## config.mk

```make
export PLATFORM = sky130hd
export DESIGN_NAME = dli_top
export DESIGN_NICKNAME = d
export VERILOG_FILES = /design/src/rtl/dli_pkg.sv /design/src/rtl/dli_blink_div.sv /design/src/rtl/dli_severity.sv /design/src/rtl/dli_top.sv
export SDC_FILE = /design/constraint.sdc
export NUM_CORES = 1
export LEC_CHECK = 0
export ABC_AREA = 1
export BUFFER_PORTS_ARGS = -buffer_cell sky130_fd_sc_hd__buf_2
export CELL_PAD_IN_SITES_DETAIL_PLACEMENT = 1
export CELL_PAD_IN_SITES_GLOBAL_PLACEMENT = 2
export CORE_ASPECT_RATIO = 1.4
export CORE_MARGIN = 5
export CORE_UTILIZATION = 29
export CTS_BUF_LIST = sky130_fd_sc_hd__clkbuf_16
export DETAILED_ROUTE_END_ITERATION = 16
export PLACE_DENSITY = 0.84
export SLEW_MARGIN = 30
export SYNTH_ARGS = -nofsm -noshare
export SYNTH_HDL_FRONTEND = slang
export SYNTH_SLANG_ARGS = --single-unit
```

## constraint.sdc

```tcl
create_clock -name mclk -period 1.6 [get_ports mclk]
set_input_delay 0.32 -clock mclk [delete_from_list [all_inputs] [get_ports mclk]]
set_output_delay 0.32 -clock mclk [all_outputs]
set_load 0.005 [all_outputs]
```

## src/rtl/dli_pkg.sv

```systemverilog
package dli_pkg;
  // ----------------------------------------------------------------
  // Register map (word-aligned byte addresses)
  // ----------------------------------------------------------------
  localparam logic [3:0] ADDR_CODE = 4'h0; // Progress code, RW
  localparam logic [3:0] ADDR_FLT = 4'h4; // Fault condition inputs, RW
  localparam logic [3:0] ADDR_STAT = 4'h8; // Lamp state, RO
  localparam logic [3:0] ADDR_MGMT = 4'hC; // Management controller flags, RW

  // ----------------------------------------------------------------
  // Field positions in the fault register
  // ----------------------------------------------------------------
  localparam int FLT_WARN_LSB = 0; // Non-fatal alarms, 6 bits
  localparam int FLT_WARN_W = 6;
  localparam int FLT_FATAL_LSB = 8; // Fatal alarms, 13 bits
  localparam int FLT_FATAL_W = 13;
  localparam int FLT_DEGR_LSB = 24; // Degraded conditions, 4 bits
  localparam int FLT_DEGR_W = 4;
  localparam int FLT_HEALTHY_BIT = 31; // System powered and running

  // Management controller register bits
  localparam int MGMT_BOOTLD_BIT = 0; // Bootloader stage active
  localparam int MGMT_MEMFAIL_BIT = 1; // Controller memory test failed
  localparam int MGMT_IMGBAD_BIT = 2; // Both bootloader images bad

  // ----------------------------------------------------------------
  // Reset values
  // ----------------------------------------------------------------
  localparam logic [7:0] CODE_RST = 8'h00;
  localparam logic [31:0] FLT_RST = 32'h0000_0000;
  localparam logic [2:0] MGMT_RST = 3'h0;

  // ----------------------------------------------------------------
  // Timing
  // ----------------------------------------------------------------
  localparam longint CLK_HZ = 40_000_000;
  localparam longint SLOW_BLINK_HZ = 1; // About 1 Hz status blink
  localparam longint FAST_BLINK_HZ = 3; // 3 Hz identify blink
  // Half periods in clock cycles (rounded down)
  localparam int SLOW_HALF_CYC = int'(CLK_HZ / (2 * SLOW_BLINK_HZ));
  localparam int FAST_HALF_CYC = int'(CLK_HZ / (2 * FAST_BLINK_HZ));

  // ----------------------------------------------------------------
  // Status lamp states, least severe first
  // ----------------------------------------------------------------
  typedef enum logic [4:0] {
    DLI_ST_OFF = 5'b0_0001,
    DLI_ST_GREEN = 5'b0_0010,
    DLI_ST_GBLINK = 5'b0_0100,
    DLI_ST_ABLINK = 5'b0_1000,
    DLI_ST_AMBER = 5'b1_0000
  } dli_state_e;
endpackage

```

## src/rtl/dli_blink_div.sv

```systemverilog
// Free-running blink divider: toggles a 50 percent square wave
module dli_blink_div #(
  parameter int HALF_CYC = 20_000_000
) (
  input wire logic mclk,
  input wire logic rst,
  output logic wave_q
);
  // ----------------------------------------------------------------
  // Elaboration check
  // ----------------------------------------------------------------
  if (HALF_CYC < 2) begin : g_chk
    $error("dli_blink_div: HALF_CYC too small");
  end

  logic [31:0] cnt_q; // Half-period counter

  // Count half periods, flip the wave at each wrap
  always_ff @(posedge mclk)
  begin
    if (rst)
    begin
      cnt_q <= 32'h0000_0000;
      wave_q <= 1'b0;
    end
    else if (cnt_q == 32'(HALF_CYC - 1))
    begin
      cnt_q <= 32'h0000_0000;
      wave_q <= ~wave_q;
    end
    else
    begin
      cnt_q <= cnt_q + 32'h0000_0001;
    end
  end

  chk_div_bound: assert property (@(posedge mclk) disable iff (rst)
    cnt_q < 32'(HALF_CYC))
    else $error("Blink divider counter out of range");
endmodule

```

## src/rtl/dli_severity.sv

```systemverilog
// Picks the most severe active condition for the status lamp
module dli_severity (
  input wire logic any_fatal,
  input wire logic any_warn,
  input wire logic any_degr,
  input wire logic healthy,
  output dli_pkg::dli_state_e sel_state
);
  // Priority chain: solid amber, amber blink, green blink, solid green
  always_comb
  begin
    if (any_fatal)
      sel_state = dli_pkg::DLI_ST_AMBER;
    else if (any_warn)
      sel_state = dli_pkg::DLI_ST_ABLINK;
    else if (any_degr)
      sel_state = dli_pkg::DLI_ST_GBLINK;
    else if (healthy)
      sel_state = dli_pkg::DLI_ST_GREEN;
    else
      sel_state = dli_pkg::DLI_ST_OFF;
  end
endmodule

```

## src/rtl/dli_top.sv

```systemverilog
// Behaviour
// - Eight progress lamps show one code
// - Upper nibble drives amber lamps 4 to 7
// - Lower nibble drives green lamps 0 to 3
// - Bit one lights lamp, no inversion
// - Lamps hold last code until rewritten
// - Code ACh lights lamps 7,5,3,2
// - Non-fatal alarms blink amber at 1 Hz
// - Correctable errors without redundancy blink amber
// - Fatal alarms give solid amber
// - Power fault or uncorrectable memory: amber
// - Processor init mismatch gives solid amber
// - Controller memory/image fail: amber plus blue
// - Bootloader stage blinks identify lamp 3 Hz
// - Watchdog, config error, backplane: degraded
// - Degraded shows green blinking at 1 Hz
// - Healthy solid green, powered down off
//
// Local design decisions: the Avalon-MM register port and the register addresses.
module dli_top #(
  parameter int SLOW_HALF = dli_pkg::SLOW_HALF_CYC, // 1 Hz half period
  parameter int FAST_HALF = dli_pkg::FAST_HALF_CYC // 3 Hz half period
) (
  input wire logic mclk,
  input wire logic rst,
  input wire logic [3:0] avs_address,
  input wire logic avs_read,
  input wire logic avs_write,
  input wire logic [31:0] avs_writedata,
  input wire logic [3:0] avs_byteenable,
  output logic [31:0] avs_readdata,
  output logic avs_waitrequest,
  output logic [3:0] amber_progress_lamp_q,
  output logic [3:0] green_progress_lamp_q,
  output logic status_green_q,
  output logic status_amber_q,
  output logic chassis_identify_lamp_q
);
  // ----------------------------------------------------------------
  // Parameter checks
  // ----------------------------------------------------------------
  if (FAST_HALF >= SLOW_HALF) begin : g_chk
    $error("dli_top: fast blink must be quicker than slow blink");
  end

  // ----------------------------------------------------------------
  // Registers
  // ----------------------------------------------------------------
  logic [7:0] code_q; // Last written progress code
  logic [31:0] flt_q; // Fault condition flags
  logic [2:0] mgmt_q; // Management controller flags
  logic ack_q; // Access done, drops waitrequest
  logic slow_wave; // 1 Hz square wave
  logic fast_wave; // 3 Hz square wave
  dli_pkg::dli_state_e sel_state; // Chosen lamp state
  dli_pkg::dli_state_e state_q; // Registered lamp state
  logic any_fatal;
  logic any_warn;
  logic any_degr;
  logic mgmt_fatal;
  logic [31:0] wmask; // Byte-lane write mask
  logic acc; // Access pending this cycle

  // ----------------------------------------------------------------
  // Bus slave
  // ----------------------------------------------------------------
  assign acc = (avs_read | avs_write) & ~ack_q;

  // Expand byte enables into a bit mask
  always_comb
  begin
    for (int i = 0; i < 4; i++)
      wmask[8*i +: 8] = {8{avs_byteenable[i]}};
  end

  // One wait cycle per access: answer on the second edge
  always_ff @(posedge mclk)
  begin
    if (rst)
      ack_q <= 1'b0;
    else
      ack_q <= acc;
  end

  // Waitrequest from its own flop; low only in the acknowledging cycle
  always_ff @(posedge mclk)
  begin
    if (rst)
      avs_waitrequest <= 1'b1;
    else
      avs_waitrequest <= ~acc; // Complement of ack_q, but straight off a flop
  end

  // Progress code write; it stays until rewritten
  always_ff @(posedge mclk)
  begin
    if (rst)
      code_q <= dli_pkg::CODE_RST;
    else if (avs_write & ack_q & (avs_address == dli_pkg::ADDR_CODE) & avs_byteenable[0])
      code_q <= avs_writedata[7:0];
  end

  // Fault register write, masked per byte lane
  always_ff @(posedge mclk)
  begin
    if (rst)
      flt_q <= dli_pkg::FLT_RST;
    else if (avs_write & ack_q & (avs_address == dli_pkg::ADDR_FLT))
      flt_q <= (flt_q & ~wmask) | (avs_writedata & wmask);
  end

  // Management controller flags
  always_ff @(posedge mclk)
  begin
    if (rst)
      mgmt_q <= dli_pkg::MGMT_RST;
    else if (avs_write & ack_q & (avs_address == dli_pkg::ADDR_MGMT) & avs_byteenable[0])
      mgmt_q <= avs_writedata[2:0];
  end

  // Read data registered; unmapped addresses read zero
  always_ff @(posedge mclk)
  begin
    if (rst)
      avs_readdata <= 32'h0000_0000;
    else if (avs_read & ~ack_q)
    begin
      case (avs_address)
        dli_pkg::ADDR_CODE: avs_readdata <= {24'h00_0000, code_q};
        dli_pkg::ADDR_FLT: avs_readdata <= flt_q;
        dli_pkg::ADDR_STAT:
          avs_readdata <= {24'h00_0000, chassis_identify_lamp_q, status_amber_q,
                           status_green_q, state_q};
        dli_pkg::ADDR_MGMT: avs_readdata <= {29'h0000_0000, mgmt_q};
        default: avs_readdata <= 32'h0000_0000;
      endcase
    end
  end

  // ----------------------------------------------------------------
  // Progress lamps
  // ----------------------------------------------------------------
  // Straight bit copy: upper nibble amber, lower nibble green
  always_ff @(posedge mclk)
  begin
    if (rst)
    begin
      amber_progress_lamp_q <= 4'h0;
      green_progress_lamp_q <= 4'h0;
    end
    else
    begin
      amber_progress_lamp_q <= code_q[7:4];
      green_progress_lamp_q <= code_q[3:0];
    end
  end

  // ----------------------------------------------------------------
  // Blink generators
  // ----------------------------------------------------------------
  dli_blink_div #(
    .HALF_CYC(SLOW_HALF)
  ) u_slow (
    .mclk(mclk),
    .rst(rst),
    .wave_q(slow_wave)
  );

  dli_blink_div #(
    .HALF_CYC(FAST_HALF)
  ) u_fast (
    .mclk(mclk),
    .rst(rst),
    .wave_q(fast_wave)
  );

  // ----------------------------------------------------------------
  // Severity
  // ----------------------------------------------------------------
  // Firmware gathers monitor alarms into these groups
  assign any_warn = |flt_q[dli_pkg::FLT_WARN_LSB +: dli_pkg::FLT_WARN_W];
  assign mgmt_fatal = mgmt_q[dli_pkg::MGMT_MEMFAIL_BIT] | mgmt_q[dli_pkg::MGMT_IMGBAD_BIT];
  assign any_fatal = (|flt_q[dli_pkg::FLT_FATAL_LSB +: dli_pkg::FLT_FATAL_W])
                     | mgmt_fatal;
  // Bootloader stage counts as degraded too
  assign any_degr = (|flt_q[dli_pkg::FLT_DEGR_LSB +: dli_pkg::FLT_DEGR_W])
                    | mgmt_q[dli_pkg::MGMT_BOOTLD_BIT];

  dli_severity u_sev (
    .any_fatal(any_fatal),
    .any_warn(any_warn),
    .any_degr(any_degr),
    .healthy(flt_q[dli_pkg::FLT_HEALTHY_BIT]),
    .sel_state(sel_state)
  );

  // Registered state keeps lamps glitch free
  always_ff @(posedge mclk)
  begin
    if (rst)
      state_q <= dli_pkg::DLI_ST_OFF;
    else
      state_q <= sel_state;
  end

  // ----------------------------------------------------------------
  // Status and identify lamps
  // ----------------------------------------------------------------
  // Colour and cadence from the registered state
  always_ff @(posedge mclk)
  begin
    if (rst)
    begin
      status_green_q <= 1'b0;
      status_amber_q <= 1'b0;
    end
    else
    begin
      case (state_q)
        dli_pkg::DLI_ST_AMBER:
        begin
          status_green_q <= 1'b0;
          status_amber_q <= 1'b1;
        end
        dli_pkg::DLI_ST_ABLINK:
        begin
          status_green_q <= 1'b0;
          status_amber_q <= slow_wave;
        end
        dli_pkg::DLI_ST_GBLINK:
        begin
          status_green_q <= slow_wave;
          status_amber_q <= 1'b0;
        end
        dli_pkg::DLI_ST_GREEN:
        begin
          status_green_q <= 1'b1;
          status_amber_q <= 1'b0;
        end
        default:
        begin
          status_green_q <= 1'b0;
          status_amber_q <= 1'b0;
        end
      endcase
    end
  end

  // Identify lamp: solid on failure, fast blink in bootloader stage
  always_ff @(posedge mclk)
  begin
    if (rst)
      chassis_identify_lamp_q <= 1'b0;
    else if (mgmt_fatal)
      chassis_identify_lamp_q <= 1'b1;
    else if (mgmt_q[dli_pkg::MGMT_BOOTLD_BIT])
      chassis_identify_lamp_q <= fast_wave;
    else
      chassis_identify_lamp_q <= 1'b0;
  end

  // ----------------------------------------------------------------
  // Assertions
  // ----------------------------------------------------------------
  chk_lamp_code: assert property (@(posedge mclk) disable iff (rst)
    ##1 {amber_progress_lamp_q, green_progress_lamp_q} == $past(code_q))
    else $error("Progress lamps differ from code");
  chk_code_ac: assert property (@(posedge mclk) disable iff (rst)
    code_q == 8'hAC |=> {amber_progress_lamp_q, green_progress_lamp_q} == 8'b1010_1100)
    else $error("Code AC shows wrong lamps");
  chk_code_hold: assert property (@(posedge mclk) disable iff (rst)
    !(avs_write & ack_q) |=> $stable(code_q))
    else $error("Code changed without a write");
  chk_fatal_amber: assert property (@(posedge mclk) disable iff (rst)
    any_fatal ##1 any_fatal |=> status_amber_q && !status_green_q)
    else $error("Fatal not solid amber");
  chk_warn_blink: assert property (@(posedge mclk) disable iff (rst)
    (any_warn && !any_fatal) ##1 (any_warn && !any_fatal)
    |=> status_amber_q == $past(slow_wave) && !status_green_q)
    else $error("Warning not amber blink");
  chk_degr_blink: assert property (@(posedge mclk) disable iff (rst)
    state_q == dli_pkg::DLI_ST_GBLINK |=> status_green_q == $past(slow_wave) && !status_amber_q)
    else $error("Degraded not green blink");
  chk_off_dark: assert property (@(posedge mclk) disable iff (rst)
    state_q == dli_pkg::DLI_ST_OFF |=> !status_green_q && !status_amber_q)
    else $error("Lamp lit while off");
  chk_ident_solid: assert property (@(posedge mclk) disable iff (rst)
    mgmt_fatal |=> chassis_identify_lamp_q)
    else $error("Identify lamp not solid");
  chk_boot_blink: assert property (@(posedge mclk) disable iff (rst)
    mgmt_q[dli_pkg::MGMT_BOOTLD_BIT] && !mgmt_fatal
    |=> chassis_identify_lamp_q == $past(fast_wave))
    else $error("Identify lamp not blinking in bootloader stage");
  chk_wait_one: assert property (@(posedge mclk) disable iff (rst)
    (avs_read | avs_write) && avs_waitrequest |=> !avs_waitrequest)
    else $error("Waitrequest held too long");

  cov_fatal: cover property (@(posedge mclk) disable iff (rst) state_q == dli_pkg::DLI_ST_AMBER);
  cov_warn: cover property (@(posedge mclk) disable iff (rst) state_q == dli_pkg::DLI_ST_ABLINK);
  cov_degr: cover property (@(posedge mclk) disable iff (rst) state_q == dli_pkg::DLI_ST_GBLINK);
  cov_boot: cover property (@(posedge mclk) disable iff (rst) $rose(chassis_identify_lamp_q));
endmodule
```

# --- Word-level counts from Yosys, hierarchy flattened ---
# Index checks and enable logic that the tools add are counted.
word_totals:
  reg_bits: 159
  in_bits: 44
  output_inout_bits: 44
classes:
  n_addsub: 2
  n_eq_ne: 9
  n_mux: 9
  n_bitwise: 20
  n_reduce_logical: 9
ops:
  columns: ["operator", "n"]
  rows:
  - ["one-hot mux 32 bit (4 select lines)", 1]
  - ["adder 32 x 1 -> 32 bit, second input constant", 2]
  - ["bitwise AND 32 bit", 2]
  - ["== test 32 x 23 -> 1 bit, second input constant", 1]
  - ["== test 32 x 25 -> 1 bit, second input constant", 1]
  - ["inverter 32 bit", 1]
  - ["OR 32 bit", 1]
  - ["two-way mux 5 bit", 3]
  - ["OR reduction 13 bit", 1]
  - ["OR reduction 9 bit", 1]
  - ["bitwise AND 1 bit", 8]
  - ["== test 4 bit, second input constant", 2]
  - ["OR reduction 8 bit", 1]
  - ["OR reduction 2 bit", 3]
  - ["OR reduction 6 bit", 1]
  - ["== test 5 x 2 -> 1 bit, second input constant", 1]
  - ["== test 5 x 3 -> 1 bit, second input constant", 1]
  - ["== test 5 x 4 -> 1 bit, second input constant", 1]
  - ["== test 5 bit, second input constant", 1]
  - ["== test 4 x 3 -> 1 bit, second input constant", 1]
  - ["zero test 4 bit", 1]
  - ["inverter 1 bit", 4]
  - ["OR 1 bit", 4]
  - ["one-hot mux 1 bit (2 select lines)", 2]
  - ["other kinds (3)", 4]

# --- Longest topological paths before layout ---
depth:
  word_depth: 5
  mapped_depth: 10

# --- Modules after synthesis ---
# From an unflattened synthesis, not the netlist that was laid out.
hier_totals:
  cells_unflattened: 1095
  area_unflattened_um2: 7488.4
by_module_without_submodules:
  columns: ["module", "n_inst", "cells_each", "area_per_inst_um2", "seq_area_each_um2"]
  rows:
  - ["dli_top", 1, 452, 3611.0, 1861.8]
  - ["dli_blink_div (u_fast)", 1, 323, 1948.1, 660.6]
  - ["dli_blink_div (u_slow)", 1, 308, 1878.1, 660.6]
  - ["dli_severity", 1, 12, 51.3, 0.0]

# --- Worst setup path after synthesis ---
# No wires, ideal clock.
synth_path:
  path_kind: "register to register"
  from: "register u_slow.cnt_q[0]"
  to: "register u_slow.cnt_q[18]"
  setup_ns: 0.122
  t_arrival_ns: 1.364
  required_time_ns: 1.478
  setup_slack_ns: 0.115
  stages_incl_launch_ff: 10
  path_cell_list: "dfxtp_1 > ha_1 > nand3_2 > inv_1 > nand2_2 > nor2_4 > nand2_1 > nand2_2 > buf_6 > a21oi_1"
synth_between:
  elab_chain_len: 2
  elab_cells_between_ends: 3
synth_rtl:
  columns: ["element", "line_no", "source"]
  rows:
  - ["start: declaration", "dli_blink_div.sv:16", "logic [31:0] cnt_q;"]
  - ["start signal: assignment", "dli_blink_div.sv:33", "cnt_q <= cnt_q + 32'h0000_0001;"]
  - ["parallel branches: the longest is 2 deep, another holds adder 32 x 1 -> 32 bit", null, null]
# Several ways; the timed one is not identified.
# A chain may end at the register's enable or synchronous reset.

# --- Worst setup path in the final report ---
layout_path:
  from: "register u_slow.cnt_q[0]"
  to: "register u_slow.cnt_q[16]"
# Same word-level chain as after synthesis.

==> summary by stage <==
Global routing
The total overflow reported by the global router is 0. The global router's overall resource usage is 0.165. The via count of the first global-routing pass is 7649. Entering global routing, the biggest net connects 54 pins.

The initial antenna violation count is 0. The wire length of the first global-routing pass is 37400 µm.

Status
The run finished with clean final reports.

Clocking
The clock sink count is 159. The CTS tree is yes. The number of H-tree levels is 4. The maximum clock path buffer count is 2. The latest clock arrival within the worst-skew pair is 0.43 ns.

After clock tree synthesis, the clock-pin slew on the worst setup and hold paths is 0.07 ns. The number of clock buffers added by TritonCTS is 17. The tree is rooted in a clkbuf_16.

Route
The residual antenna-violating net count after detailed routing is 0. The number of design rule violations left after detail routing is 0. In this run, the number of DRC markers left after iteration 0 of detailed routing was 227.

The routed via count is 7209. The routed design has 23000 µm of wire. After detailed routing, the average wire length per cell comes to 15.1 µm. The detailed-routing iteration count for the pre-antenna-repair pass is 4. The ratio of routed vias to standard cells is 4.72.

Timing
The total of endpoints with negative setup slack in the final report is 0. The minimum period implied by the final worst setup slack is 1.48 ns. The final critical-path share of the clock period is 0.927. The transition time at the pin with the least slew margin is 0.369 ns. The maximum clock frequency is 674 MHz. The hold violation total from the final report is 0. After routing, the total negative slack on setup checks comes to 0 ns. Headroom to the max-slew limit came out at 0.754. The final-report max-slew violation count is 0. The tightest hold margin is 0.142 ns. The clock arrives with 0.00757 ns of skew.

Cells and area
After the flow finishes, the layout carries non-filler instances totaling 1528. The cell area after layout is 0.00901 mm². The library cell used most frequently in the layout, excluding fill and tap cells, is nand2_1.

The layout overhead on the synthesized area is 23.8%. 0 antenna diodes ended up in the layout. At the end of the flow, the number of nets in the layout was 1247. The library cells used most frequently in the layout, excluding fill and tap cells, are nand2_1 (285), nor2_1 (164), dfxtp_1 (158), a21oi_1 (119), inv_1 (101). The share of layout cells above drive strength 1 is 0.171.

Worst setup path
Setup slack on the worst reg-to-reg path comes out at 0.12 ns. The endpoint class of the critical path is a register. Along the worst path, the maximum fanout reaches 10.

The critical path data required time is 1.92 ns. The critical path start-end classification is reg -> reg. The data arrival time at the worst-slack endpoint is 1.81 ns.

The worst setup path is launched from a register.

Die
The die height is 198 µm. The initial core utilization is 0.294. The total area inside the core boundary comes to 0.0248 mm².

The die covers 0.0284 mm². The number of ports placed on the die boundary is 88. The die is 144 µm wide.

After floorplanning, the core was divided into 68 placement rows.

Synthesis
The number of warnings reported in the yosys synthesis log is 0. A synthesized cell averages 6.76 µm². The netlist area before placement is 0.00728 mm².

The instance count of the mapped netlist is 1078. For this run, the register share of the synthesized area comes to 0.437. The count of distinct cell types in the synthesized netlist is 29. In this run, synthesis produced a sequential element count of 159. The number of nets produced by synthesis is 1125.

Min path
The path type of the worst min-delay path is in -> reg.

Placement
Input and output buffers added on the ports amount to 87. After legalization and detailed placement, the total HPWL measured 17900 µm. In this run the cell area measured after placement is 0.00836 mm². The congestion estimate from routability-driven global placement came to 0.843. After detailed placement, the design holds a cell count of 1492.

Job
Across the run, the number of max-cap violations was 0.

Pwr
VDD sags by at most 0.000743 V. Summed over all cells, the static leakage comes to 3.33 nW. The total chip power is 0.00837 W. Power spread over the standard cell area amounts to 929 mW/mm².
-- cell usage after synthesis --
| master | count | area (µm²) |
|---|---|---|
| nand4_1 | 7 | 43.8 |
| nand3_2 | 2 | 20.0 |
| inv_2 | 2 | 7.51 |
| dfxtp_1 | 159 | 3180 |
| nor2_1 | 177 | 664 |
| or2_2 | 8 | 50.1 |
| nand2_1 | 286 | 1070 |
| nor3_1 | 3 | 15.0 |
| clkbuf_1 | 14 | 52.6 |
| nand3b_1 | 5 | 37.5 |
| nor2_2 | 2 | 12.5 |
| a21oi_2 | 1 | 8.76 |
| o21ai_1 | 3 | 15.0 |
| a21oi_1 | 119 | 596 |
| o21ai_0 | 71 | 355 |
| xor2_1 | 7 | 61.3 |
| buf_6 | 7 | 78.8 |
| o21ai_2 | 1 | 8.76 |
| xnor2_1 | 6 | 52.6 |
| nand2_2 | 4 | 25.0 |
| nand3_1 | 69 | 345 |
| ha_1 | 3 | 37.5 |
| inv_1 | 102 | 383 |
| buf_2 | 8 | 40.0 |
| buf_4 | 3 | 22.5 |
| o211ai_1 | 1 | 7.51 |
| nand2_4 | 3 | 33.8 |
| nor2_4 | 4 | 45.0 |
| o21bai_1 | 1 | 7.51 |
-- worst max-delay path: stages, from the launching register on --
cell and delay [ns]:
dfxtp_1 0.33, ha_2 0.19, nand3_2 0.09, inv_2 0.11
nand2_4 0.08, nor2_4 0.13, nand2_1 0.09, nand2_4 0.13
clkbuf_16 0.17, nor2_1 0.04
-- area by class of cell --
class	instances	area [µm²]
clock buffers	17	425
clock inverters	15	113
fillers	3197	15700
inverters	104	390
multi-input cells	783	3570
flip-flops and latches	159	3180
well taps	315	394
repair buffers	135	938
-- timing repair --
item                       in CTS  in global routing
pin swaps                       0                  3
hold buffers                    0                  0
buffers inserted                0                  2
resized for setup               1                 19
setup endpoints to repair       2                 64
gates cloned                    0                  2
-- path summary, 6_finish.rpt --
check | startpoint | end | cells after the start
setup / recovery | u_slow.cnt_q[0] | u_slow.cnt_q[16] | 9
hold / removal | avs_writedata[26] | register | 3
setup reg to reg | u_slow.cnt_q[0] | u_slow.cnt_q[16] | 9
hold reg to reg | code_q[5] | amber_progress_lamp_q[1] | 2
-- power by group --
group | switching (W) | internal, W | leakage (nW)
logic | 0.000280 | 0.000200 | 1.79
clock network | 0.00182 | 0.00200 | 0.253
registers | 0.0000416 | 0.00402 | 1.29
total | 0.00214 | 0.00623 | 3.33
-- per-stage QoR --
stage          setup slack, ns  utilization
6_report                 0.117        0.364
5_1_grt               -0.00116        0.364
4_1_cts                 0.0464        0.359
3_5_place_dp           -0.0396        0.338
3_3_place_gp           0.00751        0.338
2_1_floorplan            0.115            -
-- kinds of logic (layout without fill, tap and decap cells) --
group           Yosys count  after routing  synth area share
simple gates            570            570             0.325
compound gates          197            197             0.137
xor+xnor                 13             13            0.0156
flops                   159            159             0.437
fa+ha+maj                 3              3           0.00515
buf+inv                 136            271            0.0802
-- layer usage --
layer	GRT usage	routed length, µm
met4	0.0572	600
met3	0.0308	612
met5	0	0
met1	0.181	9480
met2	0.312	12300
Power figures use the tool's default switching activity.
